--- config.mk ---
export PLATFORM = sky130hd
export DESIGN_NAME = timer_compare_capture_irq
export DESIGN_NICKNAME = d
export VERILOG_FILES = /design/src/rtl/timer_pkg.sv /design/src/rtl/compare_channel.sv /design/src/rtl/timer_compare_capture_irq.sv
export VERILOG_INCLUDE_DIRS = /design/src /design/src/rtl
export SDC_FILE = /design/constraint.sdc
export NUM_CORES = 1
export LEC_CHECK = 0
export ABC_AREA = 0
export CAP_MARGIN = 20
export CORE_ASPECT_RATIO = 0.6
export CORE_UTILIZATION = 46
export CTS_BUF_LIST = sky130_fd_sc_hd__clkbuf_4 sky130_fd_sc_hd__clkbuf_8
export CTS_CLUSTER_DIAMETER = 30
export CTS_CLUSTER_SIZE = 24
export DETAILED_ROUTE_END_ITERATION = 8
export DONT_BUFFER_PORTS = 1
export PLACE_DENSITY_LB_ADDON = 0.3
export SYNTH_ARGS = -nofsm -noshare
export SYNTH_HDL_FRONTEND = slang
export SYNTH_SLANG_ARGS = --single-unit
--- constraint.sdc ---
create_clock -name ref_clk -period 3 [get_ports ref_clk]
set_input_delay 0.45 -clock ref_clk [delete_from_list [all_inputs] [get_ports ref_clk]]
set_output_delay 0.45 -clock ref_clk [all_outputs]
set_load 0.02 [all_outputs]
--- src/rtl/timer_consts.svh ---
// Register offsets, field positions, reset values and timing counts of the timer
`ifndef TIMER_CONSTS_SVH
`define TIMER_CONSTS_SVH
// Byte offsets within the timer's address window
`define OFS_IRQ_EN 8'h10
`define OFS_CTRL_STATUS 8'h11
`define OFS_COUNT_HI 8'h12
`define OFS_COUNT_LO 8'h13
`define OFS_CMP_HI 8'h14
`define OFS_CMP_LO 8'h15
`define OFS_TIMER_CTRL 8'h16
`define OFS_OUT_CTRL 8'h17
`define OFS_CAP_HI 8'h18
`define OFS_CAP_LO 8'h19
// Reset values and counter maximum
`define RST_CMP 16'hffff
`define RST_CAP 16'h0000
`define RST_COUNT 16'h0000
`define RST_BYTE 8'h00
`define RST_OUT_CTRL 8'he0
`define COUNT_MAX 16'hffff
// irq_enable fields (bit 0 reads as one)
`define IE_CAPTURE 7
`define IE_MATCH_A 3
`define IE_MATCH_B 2
`define IE_WRAP 1
`define IE_ONE_MASK 8'h01
// timer_ctrl_status fields
`define CS_CAPTURE 7
`define CS_MATCH_A 3
`define CS_MATCH_B 2
`define CS_WRAP 1
`define CS_CLEAR_A 0
// timer_ctrl fields
`define TC_EDGE 7
`define TC_CKS_HI 1
`define TC_CKS_LO 0
// Output control fields (bits 7..5 read as one)
`define OC_SEL 4
`define OC_LEVEL_A 1
`define OC_LEVEL_B 0
`define OC_ONE_MASK 8'he0
// Prescaler masks for the three internal count rates (divide by 8, 32, 128)
`define PRE_MASK_8 7'h07
`define PRE_MASK_32 7'h1f
`define PRE_MASK_128 7'h7f
`endif

--- src/rtl/timer_pkg.sv ---
// Types shared by the timer compare/capture block
package timer_pkg;
   typedef logic [15:0] count_type;
   typedef logic [7:0] byte_type;
   typedef enum logic [1:0] {SRC_DIV8, SRC_DIV32, SRC_DIV128, SRC_EXT} clk_src_type;
endpackage

--- src/rtl/compare_channel.sv ---
// One compare channel: value register, match detect and output pin
`include "timer_consts.svh"
module compare_channel
   import timer_pkg::*;
(
   // Clock and reset
   input wire logic ref_clk,
   input wire logic rst,
   input wire logic init,
   // Register write
   input wire logic wr_en,
   input wire timer_pkg::count_type wr_data,
   // Counter view
   input wire timer_pkg::count_type running_counter,
   input wire logic tick,
   input wire logic out_level,
   // Results
   output timer_pkg::count_type value,
   output logic match,
   output logic pin
);
   count_type value_r;
   logic pin_r;
   wire logic equal = (running_counter == value_r);

   // Match fires in the last state of equality, at the count update
   assign match = tick & equal;
   assign value = value_r;
   assign pin = pin_r;

   always_ff @(posedge ref_clk) begin
      if (init) begin
         value_r <= `RST_CMP;
      end else if (wr_en) begin
         value_r <= wr_data;
      end
   end

   // pin takes level at each match, zero at init
   always_ff @(posedge ref_clk) begin
      if (init) begin
         pin_r <= 1'b0;
      end else if (match) begin
         pin_r <= out_level;
      end
   end
endmodule

--- src/rtl/timer_compare_capture_irq.sv ---
// Timer compare, capture, interrupt enable and status logic on an 8-bit bus
`include "timer_consts.svh"
module timer_compare_capture_irq
   import timer_pkg::*;
(
   // Clock and reset
   input wire logic ref_clk,
   input wire logic rst,
   // Power modes
   input wire logic standby,
   input wire logic module_standby,
   // Byte register bus
   input wire logic [7:0] bus_addr,
   input wire logic bus_rd,
   input wire logic bus_wr,
   input wire timer_pkg::byte_type bus_wdata,
   output timer_pkg::byte_type bus_rdata,
   // Pins
   input wire logic count_clk_in,
   input wire logic capture_in,
   output logic compare_out_a,
   output logic compare_out_b,
   // Interrupt requests
   output logic capture_irq,
   output logic match_a_irq,
   output logic match_b_irq,
   output logic wrap_irq
);
   import timer_pkg::*;

   ////////////////////////////////////////////////////////////////////////
   // State
   count_type running_counter_r, running_counter_nxt;
   count_type capture_value_r;
   byte_type temp_r;
   byte_type irq_enable_r;
   byte_type timer_ctrl_r;
   byte_type out_ctrl_r;
   byte_type rdata_r, rdata_nxt;
   logic capture_flag_r, match_a_flag_r, match_b_flag_r, wrap_flag_r;
   logic capture_flag_nxt, match_a_flag_nxt, match_b_flag_nxt, wrap_flag_nxt;
   logic clear_on_match_a_r;
   logic [3:0] armed_r; // Flags seen as one by a status read
   logic [6:0] pre_r;
   logic ext_prev_r, cap_prev_r, cap_pend_r;
   logic [3:0] irq_r;

   ////////////////////////////////////////////////////////////////////////
   // Decode
   wire logic init = rst | standby | module_standby;
   wire logic rd_cs = bus_rd & (bus_addr == `OFS_CTRL_STATUS);
   wire logic wr_cs = bus_wr & (bus_addr == `OFS_CTRL_STATUS);
   wire logic wr_ie = bus_wr & (bus_addr == `OFS_IRQ_EN);
   wire logic wr_tc = bus_wr & (bus_addr == `OFS_TIMER_CTRL);
   wire logic wr_oc = bus_wr & (bus_addr == `OFS_OUT_CTRL);
   wire logic wr_cnt_hi = bus_wr & (bus_addr == `OFS_COUNT_HI);
   wire logic wr_cnt_lo = bus_wr & (bus_addr == `OFS_COUNT_LO);
   wire logic wr_cmp_hi = bus_wr & (bus_addr == `OFS_CMP_HI);
   wire logic wr_cmp_lo = bus_wr & (bus_addr == `OFS_CMP_LO);
   wire logic rd_cnt_hi = bus_rd & (bus_addr == `OFS_COUNT_HI);
   wire logic rd_cap_hi = bus_rd & (bus_addr == `OFS_CAP_HI);
   wire logic compare_reg_sel = out_ctrl_r[`OC_SEL];
   // select routes the shared address only
   wire logic wr_cmp_a = wr_cmp_lo & ~compare_reg_sel;
   wire logic wr_cmp_b = wr_cmp_lo & compare_reg_sel;
   // lower write commits temporary upper byte
   wire count_type wr_word = {temp_r, bus_wdata};

   ////////////////////////////////////////////////////////////////////////
   // Count tick: internal prescaler or sampled external rising edge
   wire clk_src_type clk_src = clk_src_type'(timer_ctrl_r[`TC_CKS_HI:`TC_CKS_LO]);
   logic [6:0] pre_mask;
   always_comb begin
      case (clk_src)
         SRC_DIV8: pre_mask = `PRE_MASK_8;
         SRC_DIV32: pre_mask = `PRE_MASK_32;
         SRC_DIV128: pre_mask = `PRE_MASK_128;
         default: pre_mask = `PRE_MASK_8;
      endcase
   end
   wire logic ext_tick = count_clk_in & ~ext_prev_r;
   wire logic tick = (clk_src == SRC_EXT) ? ext_tick : ((pre_r & pre_mask) == pre_mask);

   ////////////////////////////////////////////////////////////////////////
   // Compare channels
   count_type compare_value_a, compare_value_b;
   logic match_a, match_b;
   logic pin_a, pin_b;

   compare_channel chan_a (
      .ref_clk(ref_clk),
      .rst(rst),
      .init(init),
      .wr_en(wr_cmp_a),
      .wr_data(wr_word),
      .running_counter(running_counter_r),
      .tick(tick),
      .out_level(out_ctrl_r[`OC_LEVEL_A]),
      .value(compare_value_a),
      .match(match_a),
      .pin(pin_a)
   );

   compare_channel chan_b (
      .ref_clk(ref_clk),
      .rst(rst),
      .init(init),
      .wr_en(wr_cmp_b),
      .wr_data(wr_word),
      .running_counter(running_counter_r),
      .tick(tick),
      .out_level(out_ctrl_r[`OC_LEVEL_B]),
      .value(compare_value_b),
      .match(match_b),
      .pin(pin_b)
   );

   assign compare_out_a = pin_a;
   assign compare_out_b = pin_b;

   ////////////////////////////////////////////////////////////////////////
   // Counter next value; a match A clear takes the place of the increment
   wire logic clear_hit = match_a & clear_on_match_a_r;
   wire logic wrap_hit = tick & ~clear_hit & (running_counter_r == `COUNT_MAX);
   always_comb begin
      if (wr_cnt_lo) begin
         running_counter_nxt = wr_word;
      end else if (clear_hit) begin
         running_counter_nxt = `RST_COUNT;
      end else if (tick) begin
         running_counter_nxt = running_counter_r + 16'h0001;
      end else begin
         running_counter_nxt = running_counter_r;
      end
   end

   ////////////////////////////////////////////////////////////////////////
   // Capture edge; an edge during an upper capture read waits one cycle,
   // so the pair of bytes read always belongs to one capture
   wire logic cap_rise = capture_in & ~cap_prev_r;
   wire logic cap_fall = ~capture_in & cap_prev_r;
   wire logic cap_edge = timer_ctrl_r[`TC_EDGE] ? cap_rise : cap_fall;
   wire logic cap_go = (cap_edge | cap_pend_r) & ~rd_cap_hi;

   ////////////////////////////////////////////////////////////////////////
   // Flag clear: read while one, then write zero; a one written is ignored
   // armed clear by zero write
   wire logic [3:0] clr = {4{wr_cs}} & armed_r &
      ~{bus_wdata[`CS_CAPTURE], bus_wdata[`CS_MATCH_A],
        bus_wdata[`CS_MATCH_B], bus_wdata[`CS_WRAP]};
   // set wins over a coinciding clear
   assign capture_flag_nxt = cap_go | (capture_flag_r & ~clr[3]);
   assign match_a_flag_nxt = match_a | (match_a_flag_r & ~clr[2]);
   assign match_b_flag_nxt = match_b | (match_b_flag_r & ~clr[1]);
   assign wrap_flag_nxt = wrap_hit | (wrap_flag_r & ~clr[0]);
   wire logic [3:0] flags = {capture_flag_r, match_a_flag_r, match_b_flag_r, wrap_flag_r};

   ////////////////////////////////////////////////////////////////////////
   // Read data: reserved bits fixed, counter and capture through temporary
   // enable bits 6..4 zero, bit 0 one
   wire byte_type ie_view = (irq_enable_r & 8'h8e) | `IE_ONE_MASK;
   wire byte_type cs_view = {capture_flag_r, 3'b000, match_a_flag_r, match_b_flag_r,
      wrap_flag_r, clear_on_match_a_r};
   wire count_type cmp_view = compare_reg_sel ? compare_value_b : compare_value_a;
   always_comb begin
      case (bus_addr)
         `OFS_IRQ_EN: rdata_nxt = ie_view;
         `OFS_CTRL_STATUS: rdata_nxt = cs_view;
         `OFS_COUNT_HI: rdata_nxt = running_counter_r[15:8];
         `OFS_COUNT_LO: rdata_nxt = temp_r;
         `OFS_CMP_HI: rdata_nxt = cmp_view[15:8];
         `OFS_CMP_LO: rdata_nxt = cmp_view[7:0];
         `OFS_TIMER_CTRL: rdata_nxt = timer_ctrl_r & 8'h83;
         `OFS_OUT_CTRL: rdata_nxt = (out_ctrl_r & 8'h13) | `OC_ONE_MASK;
         `OFS_CAP_HI: rdata_nxt = capture_value_r[15:8];
         `OFS_CAP_LO: rdata_nxt = temp_r;
         default: rdata_nxt = `RST_BYTE;
      endcase
   end

   ////////////////////////////////////////////////////////////////////////
   // Counter, prescaler and pin history
   always_ff @(posedge ref_clk) begin
      if (init) begin
         running_counter_r <= `RST_COUNT;
         pre_r <= 7'h00;
         ext_prev_r <= 1'b0;
         cap_prev_r <= 1'b0;
         cap_pend_r <= 1'b0;
      end else begin
         running_counter_r <= running_counter_nxt;
         pre_r <= pre_r + 7'h01;
         ext_prev_r <= count_clk_in;
         cap_prev_r <= capture_in;
         cap_pend_r <= cap_edge & rd_cap_hi;
      end
   end

   // temporary byte: upper write parks, upper read stashes low half
   always_ff @(posedge ref_clk) begin
      if (init) begin
         temp_r <= `RST_BYTE;
      end else if (wr_cnt_hi | wr_cmp_hi) begin
         temp_r <= bus_wdata;
      end else if (rd_cnt_hi) begin
         temp_r <= running_counter_r[7:0];
      end else if (rd_cap_hi) begin
         temp_r <= capture_value_r[7:0];
      end
   end

   // capture value read-only, zero at init
   always_ff @(posedge ref_clk) begin
      if (init) begin
         capture_value_r <= `RST_CAP;
      end else if (cap_go) begin
         capture_value_r <= running_counter_r;
      end
   end

   // Control registers and flags
   always_ff @(posedge ref_clk) begin
      if (init) begin
         irq_enable_r <= `IE_ONE_MASK;
         timer_ctrl_r <= `RST_BYTE;
         out_ctrl_r <= `RST_OUT_CTRL;
         clear_on_match_a_r <= 1'b0;
         {capture_flag_r, match_a_flag_r, match_b_flag_r, wrap_flag_r} <= 4'h0;
         armed_r <= 4'h0;
      end else begin
         if (wr_ie) irq_enable_r <= bus_wdata;
         if (wr_tc) timer_ctrl_r <= bus_wdata;
         if (wr_oc) out_ctrl_r <= bus_wdata;
         if (wr_cs) clear_on_match_a_r <= bus_wdata[`CS_CLEAR_A];
         capture_flag_r <= capture_flag_nxt;
         match_a_flag_r <= match_a_flag_nxt;
         match_b_flag_r <= match_b_flag_nxt;
         wrap_flag_r <= wrap_flag_nxt;
         // A status write consumes the arming whatever it wrote
         armed_r <= wr_cs ? 4'h0 : (armed_r | ({4{rd_cs}} & flags));
      end
   end

   ////////////////////////////////////////////////////////////////////////
   // Interrupt requests, registered: one cycle behind the flags
   // enable gating
   wire logic [3:0] irq_nxt = flags & {irq_enable_r[`IE_CAPTURE], irq_enable_r[`IE_MATCH_A],
      irq_enable_r[`IE_MATCH_B], irq_enable_r[`IE_WRAP]};
   always_ff @(posedge ref_clk) begin
      if (init) begin
         irq_r <= 4'h0;
         rdata_r <= `RST_BYTE;
      end else begin
         irq_r <= irq_nxt;
         rdata_r <= bus_rd ? rdata_nxt : `RST_BYTE;
      end
   end
   assign {capture_irq, match_a_irq, match_b_irq, wrap_irq} = irq_r;
   assign bus_rdata = rdata_r;
endmodule

Yosys cells after proc, flatten, opt, wreduce, memory -nomap -nowiden
Index checks and enable logic that the tools add are counted.

cells by class
  $add $sub $neg = 2
  eq/ne operators = 17
  multiplexer cells = 11
  bitwise gates (word level) = 53
  reduce and logical (&&, ||, !) cells = 5

operators by type and width
  operator                                       number
  == test 8 x 5 -> 1 bit, second input constant  10
  case mux 8 bit (9 select lines)                1
  two-way mux 16 bit                             4
  == test 16 bit                                 2
  bitwise AND 1 bit                              27
  two-way mux 8 bit                              3
  adder 16 x 1 -> 16 bit, second input constant  1
  bitwise AND 4 bit                              4
  == test 16 bit, second input constant          1
  case mux 7 bit (2 select lines)                1
  NOT 1 bit                                      11
  OR 1 bit                                       8
  adder 7 x 1 -> 7 bit, second input constant    1
  bitwise AND 7 bit                              1
  == test 7 bit                                  1
  nonzero test 3 bit                             2
  OR reduction 2 bit                             3
  == test 2 bit, second input constant           2
  NOT 4 bit                                      1
  OR 4 bit                                       1
  == test 2 x 1 -> 1 bit, second input constant  1
  two-way mux 1 bit                              2

storage, ports and cells
  register bits after elaboration = 126
  output and inout bits = 14
  logic and storage cells = 110

Logic depth before layout (Yosys ltp)
Gate-level depths: netlist (run 1).

  word-level depth = 11
  gate-level depth with buffers = 9
  gate-level depth less buffers = 8

Modules after synthesis
A second synthesis (run 1) with hierarchy kept.

second synthesis, totals
  cell total of the unflattened synthesis = 625
  area total of the unflattened synthesis = 5636.7 sq um

modules (own cells, without submodules)
  module                     times used  cells each  area each (sq um)
  timer_compare_capture_irq  1           463         4035.1
  compare_channel            2           81          800.8

Worst setup path after synthesis (run 1)
No wires, ideal clock.

  kind = input port to flip-flop
  from = input port bus_addr[7]
  to = register match_b_flag_r
  library setup time = 0.115 ns
  data arrival time = 2.283 ns
  path slack = 0.602 ns
  stages on the path = 6
  buffers on the path = 1
  path through = or4b_1 -> buf_6 -> or3_4 -> or3_4 -> o31a_1 -> o21a_1

on the way
  longest elaborated chain between the ends = 7

ends and longest elaborated chain
  item                             RTL line                          RTL
  start, declared                  timer_compare_capture_irq.sv:13   input wire logic [7:0] bus_addr,
  == test 8 x 5 -> 1 bit           -
  bitwise AND 1 bit                timer_compare_capture_irq.sv:52   wire logic wr_cs = bus_wr & (bus_addr == `OFS_CTRL_STATUS);
  bitwise AND 4 bit (2 in series)  timer_compare_capture_irq.sv:148  wire logic [3:0] clr = {4{wr_cs}} & armed_r &
  NOT 1 bit                        timer_compare_capture_irq.sv:154  assign match_b_flag_nxt = match_b | (match_b_flag_r & ~clr[1]);
  bitwise AND 1 bit                timer_compare_capture_irq.sv:154
  OR 1 bit                         timer_compare_capture_irq.sv:154
  end signal, assigned             timer_compare_capture_irq.sv:237  match_b_flag_r <= match_b_flag_nxt;
  end, declared                    timer_compare_capture_irq.sv:40   logic capture_flag_r, match_a_flag_r, match_b_flag_r, wrap_flag_r;

Every way passes these cells.
A chain may end at the register's enable or synchronous reset.

Worst setup path after layout (run 1)
  from = register timer_ctrl_r[0]
  to = register running_counter_r[7]

on the way
  longest elaborated chain between the ends = 9

ends and longest elaborated chain
  item                                                            RTL line                          RTL
  start, declared                                                 timer_compare_capture_irq.sv:37   byte_type timer_ctrl_r;
  start signal, assigned                                          timer_compare_capture_irq.sv:225  timer_ctrl_r <= `RST_BYTE;
  start signal, assigned                                          timer_compare_capture_irq.sv:232  if (wr_tc) timer_ctrl_r <= bus_wdata;
  == test 2 bit / == test 2 x 1 -> 1 bit (equally long branches)  timer_compare_capture_irq.sv:74   case (clk_src)
  case mux 7 bit (2 select lines)                                 timer_compare_capture_irq.sv:74
  bitwise AND 7 bit                                               timer_compare_capture_irq.sv:82   wire logic tick = (clk_src == SRC_EXT) ? ext_tick : ((pre_r & pre_mask) == pre_mask);
  == test 7 bit                                                   timer_compare_capture_irq.sv:82
  two-way mux 1 bit (*)                                           timer_compare_capture_irq.sv:82
  bitwise AND 1 bit                                               compare_channel.sv:27             assign match = tick & equal;
  bitwise AND 1 bit                                               timer_compare_capture_irq.sv:123  wire logic clear_hit = match_a & clear_on_match_a_r;
  two-way mux 16 bit                                              timer_compare_capture_irq.sv:128  end else if (clear_hit) begin
  two-way mux 16 bit                                              timer_compare_capture_irq.sv:126  if (wr_cnt_lo) begin
  end signal, assigned                                            timer_compare_capture_irq.sv:185  running_counter_r <= `RST_COUNT;
  end signal, assigned                                            timer_compare_capture_irq.sv:191  running_counter_r <= running_counter_nxt;
  end, declared                                                   timer_compare_capture_irq.sv:33   count_type running_counter_r, running_counter_nxt;

Every way passes the cells marked *; elsewhere a longest branch is shown, timed or not.

==> results of run 1 <==
-- cell families after synthesis --
| family | after synthesis |
|---|---|
| simple gates | 301 |
| compound gates | 122 |
| mux | 44 |
| xor+xnor | 43 |
| buf+inv | 64 |
| fa+ha+maj | 4 |
| flops | 115 |
-- worst max-delay path, cell delays in order, from the launching register on --
cell      delay [ns]
dfxtp_1         0.39
inv_1           0.07
ha_1            0.18
a21boi_0        0.14
o31ai_1         0.76
buf_4           0.33
a41oi_1         0.12
a221oi_1        0.55
-- registers in the layout, summed over array words and instances (netlist names), 4 cells and up --
| register | cells |
|---|---|
| temp_r | 8 |
| irq_enable_r | 4 |
| running_counter_r | 16 |
| pre_r | 7 |
| armed_r | 4 |
| chan_a.value | 16 |
| bus_rdata | 8 |
| chan_b.value | 16 |
| irq_r | 4 |
| capture_value_r | 16 |
-- report_power, final --
| part | total [mW] | switching (mW) | internal, mW |
|---|---|---|---|
| Sequential | 1.53 | 0.00125 | 1.53 |
| Clock | 1.40 | 0.660 | 0.740 |
| Combinational | 0.0654 | 0.0455 | 0.0199 |
-- placed cells by master, fill, tap and decap left out, types with 9 or more instances in the layout --
master,Yosys,routed
a221oi_1,9,9
nor2_1,72,72
xnor2_1,28,28
nand2_1,108,108
a21oi_1,35,35
a31oi_1,11,11
nand3_1,47,47
dfxtp_1,115,115
nand4_1,12,12
and3_1,12,12
inv_1,10,10
mux2_2,10,10
mux2i_1,34,34
o21ai_0,23,23
nor3_1,11,10
xor2_1,15,15
buf_4,1,37
a22o_1,10,10
clkbuf_8,0,21
-- area by class of cell --
cell class / count / area [sq um] / area share [%]
Multi-Input combinational cell: 514 / 3140 / 49.5
Sequential cell: 115 / 2300 / 36.3
Clock buffer: 22 / 297 / 4.68
Timing Repair Buffer: 37 / 278 / 4.38
Tap cell: 165 / 206 / 3.26
Clock inverter: 9 / 80.1 / 1.26
Inverter: 10 / 37.5 / 0.592
-- worst min-delay path by stage --
stage	end	slack, ns
2_1_floorplan	pre_r[0]	0.43
4_1_cts	running_counter_r[4]	0.11
6_report	running_counter_r[4]	0.12
3_5_place_dp	pre_r[0]	0.46
3_3_place_gp	pre_r[0]	0.44
5_1_grt	chan_b.value[4]	0.12
-- through the flow --
step,instance area (sq um),worst slack [ns]
after CTS,6340,0.501
after floorplan,5710,0.602
after global routing,6340,0.287
after detailed placement,5960,0.158
final,6340,0.284
after global placement,5960,0.213
-- per-layer routing --
metal	wire [microns]	part of all wire [%]	up-vias
met2	7510	39	375
met5	50	0.26	-
met4	526	2.7	2
met3	2750	14	59
met1	8550	44	2543
li1	-	-	2430
==> impl_metrics.csv, run 1 <==
group,metric,value,unit
sta,clock.fmax,368,MHz
grt,grt_util_all_layers,31.1,%
floorplan,start_util,47.3,%
floorplan,fp.dieH,88.3,microns
route,wl_per_cell,22.2,microns
sta,layout_min_cycle_time,2.72,ns
pwr,p_leak,2.25,nW
yosys,ys_seq_area_share,40.3,%
final_layout,syn2layout_area_growth,11.1,%
worst_setup_path,arrival,3.00,ns
yosys,synth.distinct_cells,57,
route,wl,19400,microns
yosys,synth-compound-area-share,14.2,%
floorplan,fp.dieW,146,microns
floorplan,placementRows,31,
sta,worst_pin_slew,0.871,ns
pwr,cellPowerDensity,472,nW/um^2
sta,fin_crit_sh,90.5,%
sta,holdWs,0.119,ns
yosys,synth_top_family_by_area,"simple AND/OR/NAND/NOR gates",
route,first_pass_iters,7,
yosys,synth_largest_area_cell,"dfxtp_1",
worst_setup_path,r2r_start,"timer_ctrl_r[0]",
sta,maxSlewHeadroom,41.3,%
yosys,synth_area_leaders,"dfxtp_1, nand2_1, mux2i_1",
final_layout,layoutNonFillerInstCount,872,
cts,root_buffer,"clkbuf_8",
yosys,ys_seq_elements,115,
cts,clock_latency,0.45,ns
yosys,syn_nets,721,
status,status,"complete, no violations",
grt,grt_pass1_vias,4805,
grt,use_met3,9.54,%
yosys,synth-xor-area-share,6.60,%
yosys,yosysTopAreaCellShare,40.3,%
worst_setup_path,startpoint,"timer_ctrl_r[0]",
sta,hold_violations,0,
sta,rsz0062_at_grt,"no",
cts,cts_hold_buffers,0,
yosys,synth_edf_count,0,
sta,skew,0.0120,ns
worst_setup_path,crit_type,"flop to flop",
worst_setup_path,r2r_setup_slack,0.28,ns
worst_setup_path,start_kind,"flop",
min_path,hp-class,"input pin to flop",
route,drt_iter0_markers,788,
final_layout,num-fill-cells,1142,
yosys,avgSynthCellArea,8.24,sq um
route,ant_nets,0,
yosys,yosysMostFrequentCell,"dfxtp_1",
yosys,synth-simple-area-share,25.3,%
final_layout,fin_nets,723,
final_layout,drive_gt1_share,13.0,%
route,vias,5409,
worst_setup_path,end_kind,"flop",
worst_setup_path,cp.required,3.28,ns
placed_design,dpl.hpwl,13900,microns
final_layout,diodes,0,
cts,cts.path.max_buffers,2,
yosys,yosysWarningCount,0,
worst_setup_path,r2r_cells,7,
grt,antenna_found_initial,0,
pwr,power,2.99,mW
worst_setup_path,cp-endpoint,"running_counter_r[7]",
cts,cts_inserted_buffers,17,
route,via_per_inst,6.20,
floorplan,core,12100,sq um
yosys,synth_common_cells,"dfxtp_1, nand2_1, nor2_1, nand3_1, clkbuf_1",
worst_setup_path,r2r_end,"running_counter_r[7]",
flow_run,drv_cap,0,
placed_design,io_buffers,0,
yosys,async_flop_share,0,%
grt,gr-total-overflow,0,
yosys,ys.flop_type,"dfxtp_1",
placed_design,gp_congestion,0.987,
yosys,yosys.area_share.adder,0.877,%
grt,grt-busiest-layer,"met1",
final_layout,final_util,52.6,%
cts,cts_resized,0,
placed_design,dp.cells,841,
route,drcViolationCount,0,
sta,finalSetupViolCount,0,
sta,setup_tns,0,ns
cts,cts_sinks,115,
yosys,netlist_area,5710,sq um
sta,final_max_slew_viol_count,0,
cts,htree_levels,4,
yosys,synth_mux_area_share,7.94,%
cts,cts_setup_buffers,0,
grt,grt_start_max_net_pins,35,
pwr,irDropWorstVdd,0.307,mV
grt,use_met2,42.5,%
cts,cts_tree,"done",
min_path,min_path_cells,2,
worst_setup_path,worst-path-max-fanout,10,
min_path,hp-start,"bus_wdata[4]",
floorplan,die-area,12900,sq um
grt,grtUsageMet1,45.3,%
cts,clk_pin_slew,0.07,ns
floorplan,pin_count,38,
yosys,synthCells,693,
grt,grt_pass1_wl,29200,microns
Note: power is estimated with default switching activity, not from simulation.
==> run 2: changes to the inputs <==
--- a/config.mk
+++ b/config.mk
@@ -10,7 +10,7 @@
 export CAP_MARGIN = 20
 export CORE_ASPECT_RATIO = 0.6
 export CORE_UTILIZATION = 46
-export CTS_BUF_LIST = sky130_fd_sc_hd__clkbuf_4 sky130_fd_sc_hd__clkbuf_8
+export CTS_BUF_LIST = sky130_fd_sc_hd__clkbuf_16
 export CTS_CLUSTER_DIAMETER = 30
 export CTS_CLUSTER_SIZE = 24
 export DETAILED_ROUTE_END_ITERATION = 8
==> run 2 against run 1 <==
Effect of this change: core utilization up 1.2 points; count of clock-buffer cells in the layout fell by 5; routed wire length is 1.2% higher; first-iteration DRC count fell by 12%; critical path depth stayed put; power increased by 15%; combinational power about the same; sequential cell count is the same; global-route usage is 0.42 points higher; clock skew shrank 0.0061 ns; largest cell class unchanged.
==> impl_metrics.csv, run 2 (synthesis gave the netlist of run 1 again) <==
group,metric,value,unit
final_layout,diodes,0,
floorplan,placementRows,31,
pwr,irDropWorstVdd,0.379,mV
worst_setup_path,end_kind,"flop",
sta,hold_violations,0,
worst_setup_path,r2r_cells,7,
placed_design,dpl.hpwl,13900,microns
grt,antenna_found_initial,0,
grt,grt_util_all_layers,31.5,%
cts,cts_resized,0,
worst_setup_path,worst-path-max-fanout,10,
route,ant_nets,0,
route,wl,19600,microns
cts,cts_sinks,115,
worst_setup_path,start_kind,"flop",
sta,setup_tns,0,ns
cts,clk_pin_slew,0.05,ns
grt,grt_pass1_wl,29600,microns
cts,htree_levels,4,
worst_setup_path,r2r_end,"running_counter_r[7]",
worst_setup_path,arrival,2.94,ns
worst_setup_path,cp-endpoint,"running_counter_r[7]",
floorplan,core,12100,sq um
route,vias,5463,
floorplan,fp.dieH,88.3,microns
min_path,hp-class,"input pin to flop",
worst_setup_path,crit_type,"flop to flop",
placed_design,io_buffers,0,
cts,cts.path.max_buffers,2,
route,drt_iter0_markers,695,
sta,rsz0062_at_grt,"no",
sta,skew,0.00587,ns
sta,finalSetupViolCount,0,
floorplan,die-area,12900,sq um
cts,cts_hold_buffers,0,
sta,worst_pin_slew,0.916,ns
grt,grt_start_max_net_pins,35,
placed_design,gp_congestion,0.987,
cts,root_buffer,"clkbuf_16",
worst_setup_path,path_cells,"inv_1 -> ha_1 -> a21boi_0 -> o31ai_1 -> buf_4 -> a41oi_1 -> a221oi_1",
final_layout,mostFrequentLayoutCells,"dfxtp_1, nand2_1, nor2_1",
final_layout,drive_gt1_share,12.3,%
worst_setup_path,r2r_start,"timer_ctrl_r[0]",
pwr,cellPowerDensity,528,nW/um^2
worst_setup_path,cp_slowest_cell,"o31ai_1",
final_layout,fin_nets,723,
grt,gr-total-overflow,0,
sta,clock.fmax,372,MHz
grt,grt_pass1_vias,4887,
cts,clock_latency,0.42,ns
flow_run,drv_cap,0,
sta,final_max_slew_viol_count,0,
final_layout,mostFrequentLayoutCell,"dfxtp_1",
sta,layout_min_cycle_time,2.68,ns
final_layout,syn2layout_area_growth,13.7,%
cts,cts_inserted_buffers,17,
route,via_per_inst,6.26,
worst_setup_path,cp.required,3.25,ns
cts,cts_setup_buffers,0,
worst_setup_path,r2r_setup_slack,0.32,ns
status,status,"complete, no violations",
sta,fin_crit_sh,89.5,%
pwr,p_leak,2.31,nW
floorplan,fp.dieW,146,microns
floorplan,pin_count,38,
route,wl_per_cell,22.5,microns
sta,maxSlewHeadroom,38.3,%
worst_setup_path,cpPeakStageDelay,0.75,ns
cts,cts_tree,"done",
worst_setup_path,startpoint,"timer_ctrl_r[0]",
route,first_pass_iters,7,
final_layout,final_util,53.8,%
route,drcViolationCount,0,
floorplan,start_util,47.3,%
==> run 2: metal layers <==
layer / global-route usage (%) / share of wire [%] / vias up
met4: 12.5 / 3.0 / 2
met2: 43.2 / 39 / 365
met1: 44.5 / 44 / 2594
met3: 11.1 / 13 / 61
met5: 2.86 / 0.25 / -
li1: - / - / 2441
==> run 2: layout make-up <==
| type | instances | area [sq um] |
|---|---|---|
| fill | 1124 | 5570 |
| multi-input combinational | 514 | 3140 |
| sequential | 115 | 2300 |
| clock buffer | 17 | 425 |
| timing repair buffer | 37 | 278 |
| tap | 165 | 206 |
| clock inverter | 14 | 98.8 |
| inverter | 10 | 37.5 |
==> run 2: worst min path at each step <==
| stage | cells past startpoint | slack (ns) | to | start |
|---|---|---|---|---|
| detailed placement | 1 | 0.46 | pre_r[0] | pre_r[0] |
| floorplan | 1 | 0.43 | pre_r[0] | pre_r[0] |
| global route | 2 | 0.16 | chan_b.value[4] | bus_wdata[4] |
| finish | 2 | 0.15 | running_counter_r[4] | bus_wdata[4] |
| CTS | 2 | 0.14 | running_counter_r[4] | bus_wdata[4] |
| global placement | 1 | 0.44 | pre_r[0] | pre_r[0] |
==> run 2: where the power goes <==
part	leakage, nW	total, mW	internal (mW)	switching, mW
combinational	1.13	0.0656	0.0199	0.0456
sequential	0.927	1.53	1.53	0.00125
clock	0.251	1.83	1.11	0.725
total	2.31	3.43	2.66	0.772
==> run 2: through the flow <==
stage	setup WS, ns	hold WS, ns	cells	power [mW]	instance area [sq um]
after floorplan	0.602	0.430	693	1.62	5710
after global routing	0.289	0.158	872	3.50	6490
after global placement	0.213	0.442	841	1.63	5960
after CTS	0.507	0.143	872	3.43	6490
after detailed placement	0.158	0.456	841	1.63	5960
final	0.315	0.154	872	3.43	6490
==> run 2: critical path, delay by kind of cell (launching register included) <==
family	cells	cell delay (ns)
buffers and inverters	2	0.40
adders and majority gates	1	0.18
DFF	1	0.38
AOI/OAI and AO/OA	4	1.55
